$ cat src/tac_pkg.sv
// Constants, register map and state type of the transfer activation control.
package tac_pkg;

  ////////////////////////////////////////////////////////////////////////////
  // Sizes.
  localparam int TAC_NREG  = 6;
  localparam int TAC_NSRC  = 48;
  localparam int TAC_IDX_W = 6;
  localparam int TAC_AW    = 6;
  localparam int TAC_DW    = 16;

  ////////////////////////////////////////////////////////////////////////////
  // Register offsets, byte addresses of aligned words.
  localparam logic [TAC_AW-1:0] TAC_OFF_CNT  = 6'h00;
  localparam logic [TAC_AW-1:0] TAC_OFF_EN0  = 6'h04;
  localparam logic [TAC_AW-1:0] TAC_OFF_VEC  = 6'h1c;
  localparam logic [TAC_AW-1:0] TAC_OFF_STOP = 6'h20;
  localparam logic [TAC_AW-1:0] TAC_OFF_MODE = 6'h24;
  localparam logic [TAC_AW-1:0] TAC_OFF_STAT = 6'h28;
  localparam logic [TAC_AW-1:0] TAC_EN_STEP  = 6'h04;

  ////////////////////////////////////////////////////////////////////////////
  // Field positions.
  localparam int TAC_SWEN_BIT  = 7;
  localparam int TAC_STOP_BIT  = 14;
  localparam int TAC_INTERRUPT_SELECT_FLAG_BIT = 0;
  localparam int TAC_ST_BUSY   = 0;
  localparam int TAC_ST_STOP   = 1;
  localparam int TAC_ST_SWIRQ  = 2;
  localparam int TAC_ST_SWPEND = 3;

  ////////////////////////////////////////////////////////////////////////////
  // Values after reset and vector constants.
  localparam logic [15:0] TAC_CNT_RST   = 16'h0000;
  localparam logic [7:0]  TAC_EN_RST    = 8'h00;
  localparam logic [7:0]  TAC_VEC_RST   = 8'h00;
  localparam logic [15:0] TAC_STOP_RST  = 16'h3fff;
  localparam logic [15:0] TAC_CNT_LAST  = 16'h0001;
  localparam logic [15:0] TAC_VEC_BASE  = 16'h0400;
  localparam logic [6:0]  TAC_SRC_VNUM0 = 7'h10;

  typedef enum logic [0:0] {TAC_IDLE, TAC_RUN} tac_state_t;

endpackage : tac_pkg

$ cat src/tac_arb_if.sv
// Request and grant signals between the controller and its source arbiter.
`timescale 1ns/1ps
interface tac_arb_if;
  import tac_pkg::*;
  logic [TAC_NSRC-1:0]  req;
  logic                 gnt_valid;
  logic [TAC_IDX_W-1:0] gnt_idx;
  modport arb (input req, output gnt_valid, output gnt_idx);
  modport ctl (output req, input gnt_valid, input gnt_idx);
endinterface : tac_arb_if

$ cat src/tac_top.sv
// Activation, count and module-stop control of the transfer controller.
// What this block does
// - Block count decrements once per transfer; reaching zero ends the count.
// - Six 8-bit read/write enable registers, one bit per interrupt source.
// - Enable registers clear to zero on reset and hardware standby.
// - A source activates the controller only while its enable bit is set.
// - Enable bit clears when transfer ends with select flag set or count done.
// - Enable bit stays set when select flag clear and count not done.
// - Software activation register is 8 bits, zero after reset and standby.
// - Software enable bit accepts a zero write only while the software end interrupt is pending.
// - Vector number is writable only while software enable is zero.
// - Software enable set allows software activation; clear disables it.
// - Software enable clears on select clear and count not done, or 0 write while the end interrupt is pending.
// - Software enable stays set during transfer, on select set or count done.
// - Software vector address is 0x0400 plus vector number shifted left once.
// - Stop bit halts the controller after the current bus cycle.
// - Writing one to the stop bit is refused while the controller operates.
// - Stop register loads 0x3fff on reset and standby, kept in soft standby.
// - Source flag kept with select set, else cleared unless count reached zero.
// - Software transfer end with select set or count done interrupts the CPU.
`timescale 1ns/1ps
module tac_top
  import tac_pkg::*;
(
  // Clock and reset.
  input  wire logic                 clk_i,
  input  wire logic                 rst_n_i,
  // Hardware standby pin.
  input  wire logic                 hw_standby_i,
  // Register port.
  input  wire logic [TAC_AW-1:0]    addr_i,
  input  wire logic [TAC_DW-1:0]    wdata_i,
  input  wire logic                 wr_i,
  input  wire logic                 rd_i,
  output logic      [TAC_DW-1:0]    rdata_o,
  // Interrupt source flags and the transfer bus side.
  input  wire logic [TAC_NSRC-1:0]  src_req_i,
  input  wire logic                 xfer_done_i,
  output logic                      act_valid_o,
  output logic                      act_sw_o,
  output logic      [TAC_IDX_W-1:0] act_src_o,
  output logic      [15:0]          vec_addr_o,
  // Results of a finished transfer.
  output logic                      src_clear_o,
  output logic                      src_cpu_irq_o,
  output logic                      sw_end_irq_o,
  output logic                      stopped_o
);

  ////////////////////////////////////////////////////////////////////////////
  // Standby synchroniser; standby acts like reset on every control register.
  logic stby_s1_q, stby_s2_q, init;

  always_ff @(posedge clk_i)
  begin
    if (!rst_n_i)
      {stby_s2_q, stby_s1_q} <= 2'b00;
    else
      {stby_s2_q, stby_s1_q} <= {stby_s1_q, hw_standby_i};
  end

  assign init = !rst_n_i || stby_s2_q;

  ////////////////////////////////////////////////////////////////////////////
  // Decode and state declarations.
  tac_state_t        state_q;
  logic [15:0]       cnt_q;
  logic [7:0]        en_q [TAC_NREG];
  logic [6:0]        vnum_q;
  logic [15:0]       stop_q;
  logic              swen_q, interrupt_select_flag_q, sw_pend_q, sw_irq_q;
  logic              start, start_sw, done, exh, keep, busy;
  logic [TAC_NSRC-1:0] en_flat;

  function automatic logic hit(input logic [TAC_AW-1:0] a,
                               input logic [TAC_AW-1:0] off);
    hit = (a == off);
  endfunction : hit

  function automatic logic [15:0] vaddr(input logic [6:0] num);
    vaddr = TAC_VEC_BASE + {8'h00, num, 1'b0};
  endfunction : vaddr

  genvar g;
  generate
    for (g = 0; g < TAC_NREG; g++)
    begin : g_flat
      assign en_flat[g*8 +: 8] = en_q[g];
    end
  endgenerate

  ////////////////////////////////////////////////////////////////////////////
  // Source arbitration.
  tac_arb_if arb_if ();

  assign arb_if.req = src_req_i & en_flat;

  tac_arbiter #(
    .NSRC (TAC_NSRC)
  ) u_arb (
    .arb (arb_if.arb)
  );

  assign start    = (state_q == TAC_IDLE) && !stop_q[TAC_STOP_BIT]
                    && (sw_pend_q || arb_if.gnt_valid);
  assign start_sw = sw_pend_q;
  assign done     = (state_q == TAC_RUN) && xfer_done_i;
  // last transfer when count steps to zero
  assign exh      = (cnt_q == TAC_CNT_LAST);
  assign keep     = interrupt_select_flag_q || exh;
  assign busy     = (state_q == TAC_RUN) || sw_pend_q;

  ////////////////////////////////////////////////////////////////////////////
  // Activation sequence.
  always_ff @(posedge clk_i)
  begin
    if (init)
    begin
      state_q     <= TAC_IDLE;
      act_valid_o <= 1'b0;
      act_sw_o    <= 1'b0;
      act_src_o   <= '0;
      vec_addr_o  <= 16'h0000;
    end
    else
    begin
      case (state_q)
        TAC_IDLE:
        begin
          if (start)
          begin
            state_q     <= TAC_RUN;
            act_valid_o <= 1'b1;
            act_sw_o    <= start_sw;
            act_src_o   <= start_sw ? '0 : arb_if.gnt_idx;
            vec_addr_o  <= start_sw ? vaddr(vnum_q)
                         : vaddr(TAC_SRC_VNUM0 + 7'(arb_if.gnt_idx));
          end
        end
        TAC_RUN:
        begin
          if (xfer_done_i)
          begin
            state_q     <= TAC_IDLE;
            act_valid_o <= 1'b0;
          end
        end
        default:
        begin
          state_q     <= TAC_IDLE;
          act_valid_o <= 1'b0;
        end
      endcase
    end
  end

  ////////////////////////////////////////////////////////////////////////////
  // Block count; the hardware step wins over a software write.
  always_ff @(posedge clk_i)
  begin
    if (init)
      cnt_q <= TAC_CNT_RST;
    else if (done)
      cnt_q <= cnt_q - 16'h0001;
    else if (wr_i && hit(addr_i, TAC_OFF_CNT))
      cnt_q <= wdata_i;
  end

  ////////////////////////////////////////////////////////////////////////////
  // Enable registers and the end-of-transfer clear.
  always_ff @(posedge clk_i)
  begin
    if (init)
      for (int k = 0; k < TAC_NREG; k++)
        en_q[k] <= TAC_EN_RST;
    else
    begin
      for (int k = 0; k < TAC_NREG; k++)
        if (wr_i && hit(addr_i, TAC_OFF_EN0 + TAC_AW'(k) * TAC_EN_STEP))
          en_q[k] <= wdata_i[7:0];
      // clear on select set or count done
      if (done && !act_sw_o && keep)
        en_q[act_src_o[5:3]][act_src_o[2:0]] <= 1'b0;
    end
  end

  ////////////////////////////////////////////////////////////////////////////
  // Results towards the interrupt controller and the CPU.
  always_ff @(posedge clk_i)
  begin
    src_clear_o   <= !init && done && !act_sw_o && !keep;
    src_cpu_irq_o <= !init && done && !act_sw_o && keep;
  end

  ////////////////////////////////////////////////////////////////////////////
  // Software activation register.
  always_ff @(posedge clk_i)
  begin
    if (init)
    begin
      swen_q <= TAC_VEC_RST[TAC_SWEN_BIT];
      vnum_q <= TAC_VEC_RST[6:0];
    end
    else
    begin
      if (wr_i && hit(addr_i, TAC_OFF_VEC))
      begin
        if (!swen_q)
          vnum_q <= wdata_i[6:0];
        // only a one sets the enable
        if (wdata_i[TAC_SWEN_BIT])
          swen_q <= 1'b1;
        else if (sw_irq_q)
          swen_q <= 1'b0;
      end
      // cleared by a plain software end
      if (done && act_sw_o && !keep)
        swen_q <= 1'b0;
    end
  end

  // A fresh rising of the enable requests one software activation.
  always_ff @(posedge clk_i)
  begin
    if (init)
      sw_pend_q <= 1'b0;
    else if (wr_i && hit(addr_i, TAC_OFF_VEC) && wdata_i[TAC_SWEN_BIT]
             && !swen_q)
      sw_pend_q <= 1'b1;
    else if (start && start_sw)
      sw_pend_q <= 1'b0;
  end

  // End interrupt of software transfers; the set wins over the clear.
  always_ff @(posedge clk_i)
  begin
    if (init)
      sw_irq_q <= 1'b0;
    else if (done && act_sw_o && keep)
      sw_irq_q <= 1'b1;
    else if (wr_i && hit(addr_i, TAC_OFF_VEC) && !wdata_i[TAC_SWEN_BIT])
      sw_irq_q <= 1'b0;
  end

  assign sw_end_irq_o = sw_irq_q;

  ////////////////////////////////////////////////////////////////////////////
  // Mode flag and module-stop register.
  always_ff @(posedge clk_i)
  begin
    if (init)
      interrupt_select_flag_q <= 1'b0;
    else if (wr_i && hit(addr_i, TAC_OFF_MODE))
      interrupt_select_flag_q <= wdata_i[TAC_INTERRUPT_SELECT_FLAG_BIT];
  end

  always_ff @(posedge clk_i)
  begin
    // loaded with 0x3fff, not touched by soft standby
    if (init)
      stop_q <= TAC_STOP_RST;
    else if (wr_i && hit(addr_i, TAC_OFF_STOP))
    begin
      stop_q <= wdata_i;
      if (busy && wdata_i[TAC_STOP_BIT])
        stop_q[TAC_STOP_BIT] <= stop_q[TAC_STOP_BIT];
    end
  end

  always_ff @(posedge clk_i)
  begin
    // stopped once the bus cycle is over
    stopped_o <= !init && stop_q[TAC_STOP_BIT] && (state_q == TAC_IDLE);
  end

  ////////////////////////////////////////////////////////////////////////////
  // Read data, valid only in the cycle after the read strobe.
  always_ff @(posedge clk_i)
  begin
    if (init || !rd_i)
      rdata_o <= 16'h0000;
    else
    begin
      rdata_o <= 16'h0000;
      if (hit(addr_i, TAC_OFF_CNT))
        rdata_o <= cnt_q;
      for (int k = 0; k < TAC_NREG; k++)
        if (hit(addr_i, TAC_OFF_EN0 + TAC_AW'(k) * TAC_EN_STEP))
          rdata_o <= {8'h00, en_q[k]};
      if (hit(addr_i, TAC_OFF_VEC))
        rdata_o <= {8'h00, swen_q, vnum_q};
      if (hit(addr_i, TAC_OFF_STOP))
        rdata_o <= stop_q;
      if (hit(addr_i, TAC_OFF_MODE))
        rdata_o <= {15'h0000, interrupt_select_flag_q};
      if (hit(addr_i, TAC_OFF_STAT))
      begin
        rdata_o[TAC_ST_BUSY]   <= state_q == TAC_RUN;
        rdata_o[TAC_ST_STOP]   <= stopped_o;
        rdata_o[TAC_ST_SWIRQ]  <= sw_irq_q;
        rdata_o[TAC_ST_SWPEND] <= sw_pend_q;
      end
    end
  end

  ////////////////////////////////////////////////////////////////////////////
  // Checks.
  logic [TAC_IDX_W-1:0] src_h;
  logic                 en_h;

  assign src_h = act_src_o;
  assign en_h  = en_flat[src_h];

  cnt_step_a: assert property (@(posedge clk_i) disable iff (init)
    done |=> cnt_q == $past(cnt_q) - 16'h0001)
    else $error("Block count did not step by one.");
  en_init_a: assert property (@(posedge clk_i)
    stby_s2_q && rst_n_i |=> en_flat == '0)
    else $error("Enable bits not cleared by standby.");
  src_gate_a: assert property (@(posedge clk_i) disable iff (init)
    $rose(act_valid_o) && !act_sw_o |-> $past(en_flat[arb_if.gnt_idx]))
    else $error("Disabled source started a transfer.");
  en_clear_a: assert property (@(posedge clk_i) disable iff (init)
    done && !act_sw_o && keep |=> !en_h)
    else $error("Enable bit not cleared at transfer end.");
  en_hold_a: assert property (@(posedge clk_i) disable iff (init)
    done && !act_sw_o && !keep && !wr_i && en_h |=> en_h)
    else $error("Enable bit lost while count runs.");
  swen_zero_a: assert property (@(posedge clk_i) disable iff (init)
    swen_q && !sw_irq_q && !done && wr_i && hit(addr_i, TAC_OFF_VEC)
    |=> swen_q)
    else $error("Zero write cleared the software enable.");
  vnum_lock_a: assert property (@(posedge clk_i) disable iff (init)
    swen_q |=> $stable(vnum_q))
    else $error("Vector number changed while enabled.");
  sw_vec_a: assert property (@(posedge clk_i) disable iff (init)
    $rose(act_valid_o) && act_sw_o
    |-> vec_addr_o == TAC_VEC_BASE + {8'h00, vnum_q, 1'b0})
    else $error("Software vector address wrong.");
  stop_halt_a: assert property (@(posedge clk_i) disable iff (init)
    stop_q[TAC_STOP_BIT] && state_q == TAC_IDLE |=> !act_valid_o)
    else $error("Transfer started in module stop.");
  stop_refuse_a: assert property (@(posedge clk_i) disable iff (init)
    busy && !stop_q[TAC_STOP_BIT] |=> !stop_q[TAC_STOP_BIT])
    else $error("Stop bit set while operating.");
  sw_irq_a: assert property (@(posedge clk_i) disable iff (init)
    done && act_sw_o && keep |=> sw_end_irq_o && swen_q)
    else $error("Software end interrupt missing.");

endmodule : tac_top

$ cat src/tac_arbiter.sv
// Fixed-priority pick among enabled interrupt sources, lowest index first.
`timescale 1ns/1ps
module tac_arbiter
  import tac_pkg::*;
#(
  parameter int NSRC = TAC_NSRC
)
(
  tac_arb_if.arb arb
);

  always_comb
  begin
    arb.gnt_valid = 1'b0;
    arb.gnt_idx   = '0;
    for (int i = NSRC - 1; i >= 0; i--)
    begin
      if (arb.req[i])
      begin
        arb.gnt_valid = 1'b1;
        arb.gnt_idx   = TAC_IDX_W'(i);
      end
    end
  end

endmodule : tac_arbiter

$ cat config.mk
export PLATFORM = sky130hd
export DESIGN_NAME = tac_top
export DESIGN_NICKNAME = d
export VERILOG_FILES = /design/src/tac_pkg.sv /design/src/tac_arb_if.sv /design/src/tac_top.sv /design/src/tac_arbiter.sv
export SDC_FILE = /design/constraint.sdc
export NUM_CORES = 1
export LEC_CHECK = 0
export BUFFER_PORTS_ARGS = -buffer_cell sky130_fd_sc_hd__buf_2
export CAP_MARGIN = 20
export CORE_MARGIN = 1
export CORE_UTILIZATION = 35
export CTS_CLUSTER_DIAMETER = 80
export DETAILED_ROUTE_END_ITERATION = 6
export PLACE_DENSITY = 0.62
export SLEW_MARGIN = 10
export SYNTH_ARGS = -nofsm -noshare
export SYNTH_HDL_FRONTEND = slang
export SYNTH_HIERARCHICAL = 1
export SYNTH_SLANG_ARGS = --single-unit
$ cat constraint.sdc
create_clock -name clk_i -period 3.1 [get_ports clk_i]
set_clock_uncertainty 0.05 [all_clocks]
set_input_delay 0.31 -clock clk_i [delete_from_list [all_inputs] [get_ports clk_i]]
set_output_delay 0.31 -clock clk_i [all_outputs]
set_load 0.01 [all_outputs]
==> run metrics <==
status finished, final reports clean; Top Ports 120; synthesized area 0.007631 mm^2; # nets final 1105; Syn Area/Cell 7.999 um^2; largest area contributor in the netlist dfxtp_1; post-synth top area share 33.84%; CTS sink count 129; First-pass DRT Iterations 5; vias in the first global route 7076; Worst Path Required 3.39 ns; DR vias 7930; DRT iter0 DRCs 1067; CTS Buf Count 17; sequential area share after synthesis 33.84%; VDD IR-drop max 263.7 uV; # diodes 0; starting density of the core 35.96%; Post-DRT Antenna Nets 0; Fmax 365.5 MHz; worst skew pair latency 0.43 ns; Ys Warns 6; FF+latch count, synth 129; cells after synthesis 954; fillers 2161; Slew @ Worst Pin 1.071 ns; CP max FO 4; Resized Gates After CTS 0; fin cells 1314; post-DP HPWL 19.94 mm; Arrival @ worst endpoint 3.03 ns; via/cell ratio 6.035; placed cell area 0.008446 mm^2; gr usage total 24.92%; main area contributors after synthesis dfxtp_1 34%, a41oi_1 5.1%, nand3_1 4.9%; Layout area overhead 18.23%; worst hold path type primary input to flop; largest net degree at the start of global routing 70; Non-Filler Cell Area, Final 0.009022 mm^2; PD cells 451.3 mW/mm^2; Post-synth EDFFs 0; leak pwr 3.411 nW; unrepaired setup endpoints after global routing false; most frequent cell after synthesis dfxtp_1; std cell rows 53; most frequent cells after synthesis 129 x dfxtp_1, 75 x nand3_1, 72 x nand2_1; asr flop ratio synth 0%; max-slew violation count 0; CTS Buffer Depth 2; top_reg_cell synth dfxtp_1; GRT overflow 0; Placed Cells 1282; Worst setup EP type flop; Core ar. 0.02122 mm^2; initial antenna violation count 0; Slew headroom 28.04%; Residual DRC 0; layout cells sized above 1 20.31%; H-tree depth 4; port bufs 111; RD Place Congestion 0.9412; fin crit share 88.26%; final hold vios 0; setup TNS 0 ns; minimum clock period 2.736 ns; CTS clk-pin slew, worst paths 0.06 ns; Post-CTS Hold Fix Bufs 0; first-pass GRT wire length 41.94 mm; kind of critical path flop to flop; setup violators final 0; final core occ 42.52%; Die Height 149.7 um; startpoint types flop; clk root buf clkbuf_16; setup repair bufs after CTS 0; mean routed wirelength per cell 21.18 um; CTS tree done; drt total wl 27.83 mm; Netlist cell types 74; die area 0.02240 mm^2; total of max-cap violations 0; Die Wd 149.7 um
==> through the flow <==
stage	setup WS (ns)	hold slack (ns)	power, mW
6_report	0.3640	0.03771	4.072
5_1_grt	0.2534	0.04161	4.195
4_1_cts	0.4605	0.03346	4.080
3_5_place_dp	0.3804	0.3773	2.119
3_3_place_gp	0.4524	0.3630	2.116
2_1_floorplan	0.7368	0.3618	1.964
==> where the power goes <==
part	internal [mW]	leakage, nW	total, mW	switching [mW]
clock network	1.16	0.278	1.98	0.822
registers	1.68	1.04	1.70	0.0228
logic	0.130	2.09	0.388	0.258
==> metal layers <==
| metal | GRT usage (%) | wire length (um) | share of wire [%] |
|---|---|---|---|
| met4 | 9.949 | 925 | 3.3 |
| met1 | 35.04 | 12000 | 43 |
| met2 | 37.64 | 12360 | 44 |
| met5 | 0 | 0 | 0 |
| met3 | 4.146 | 2552 | 9.2 |
==> layout make-up <==
type / count / area, um^2 / area share [%]
clock buffers: 19 / 452.9 / 5.020
clock inverters: 13 / 123.9 / 1.373
inverters: 15 / 56.30 / 0.6240
multi-input cells: 720 / 4638 / 51.41
flip-flops and latches: 129 / 2582 / 28.62
well taps: 275 / 344.1 / 3.814
repair buffers: 143 / 824.5 / 9.139
==> cell families (layout without fill, tap and decap cells) <==
logic type	Yosys count	count (layout)	share of synthesized area (%)
xor+xnor	1	1	0.1148
flops	129	129	33.84
compound gates	282	282	25.94
other cells	1	8	0.04914
fa+ha+maj	3	3	0.4919
simple gates	397	397	28.46
buf+inv	112	190	6.116
mux	29	29	4.984
==> worst max-delay path: stages, from the launching register on <==
cell and delay (ns):
dfxtp_1 0.38, and2_1 0.20, nor4_1 0.64, nand2b_1 0.12, a31oi_1 0.33, o21ai_0 0.18, a31oi_1 0.26, buf_4 0.18
mux2i_1 0.08, a211oi_1 0.22
==> final timing paths <==
check               start            end  slack (ns)  cells past startpoint
max            en_q[5][2]  vec_addr_o[3]        0.36                      9
min          hw_standby_i      stby_s1_q        0.04                      2
max reg2reg    en_q[5][2]  vec_addr_o[3]        0.36                      9
min reg2reg     stby_s1_q      stby_s2_q        0.39                      1
==> registers in the layout (all words and copies together) (netlist names) <==
| signal | cells |
|---|---|
| en_q | 48 |
| cnt_q | 16 |
| rdata_o | 16 |
| stop_q | 16 |
| vec_addr_o | 8 |
| vnum_q | 7 |
| act_src_o | 6 |
| act_sw_o | 1 |
| act_valid_o | 1 |
| interrupt_select_flag_q | 1 |
| src_clear_o | 1 |
| src_cpu_irq_o | 1 |
| start_sw | 1 |
| state_q | 1 |
| stby_s1_q | 1 |
| stby_s2_q | 1 |
| stopped_o | 1 |
| sw_end_irq_o | 1 |
| swen_q | 1 |
==> cells in the final DEF (no fill, tap or decap), drive strengths merged, types with 4 or more instances in the layout <==
cell type  count
a211oi        16
a21boi         7
a21o          36
a21oi         34
a221o          4
a221oi         5
a22oi         12
a31oi          9
a41oi         44
and2          53
and3          16
and3b          5
buf          143
clkbuf        19
conb           8
dfxtp        129
inv           21
mux2i         20
mux4           7
nand2         72
nand2b         8
nand3         75
nand3b         8
nand4          4
nor2          64
nor2b         11
nor3          24
nor3b         11
nor4          21
nor4b          4
o211ai         5
o21a           4
o21ai         65
o21bai         4
o311ai         5
or3            6
or4            4
(Power assumes the default switching activity.)
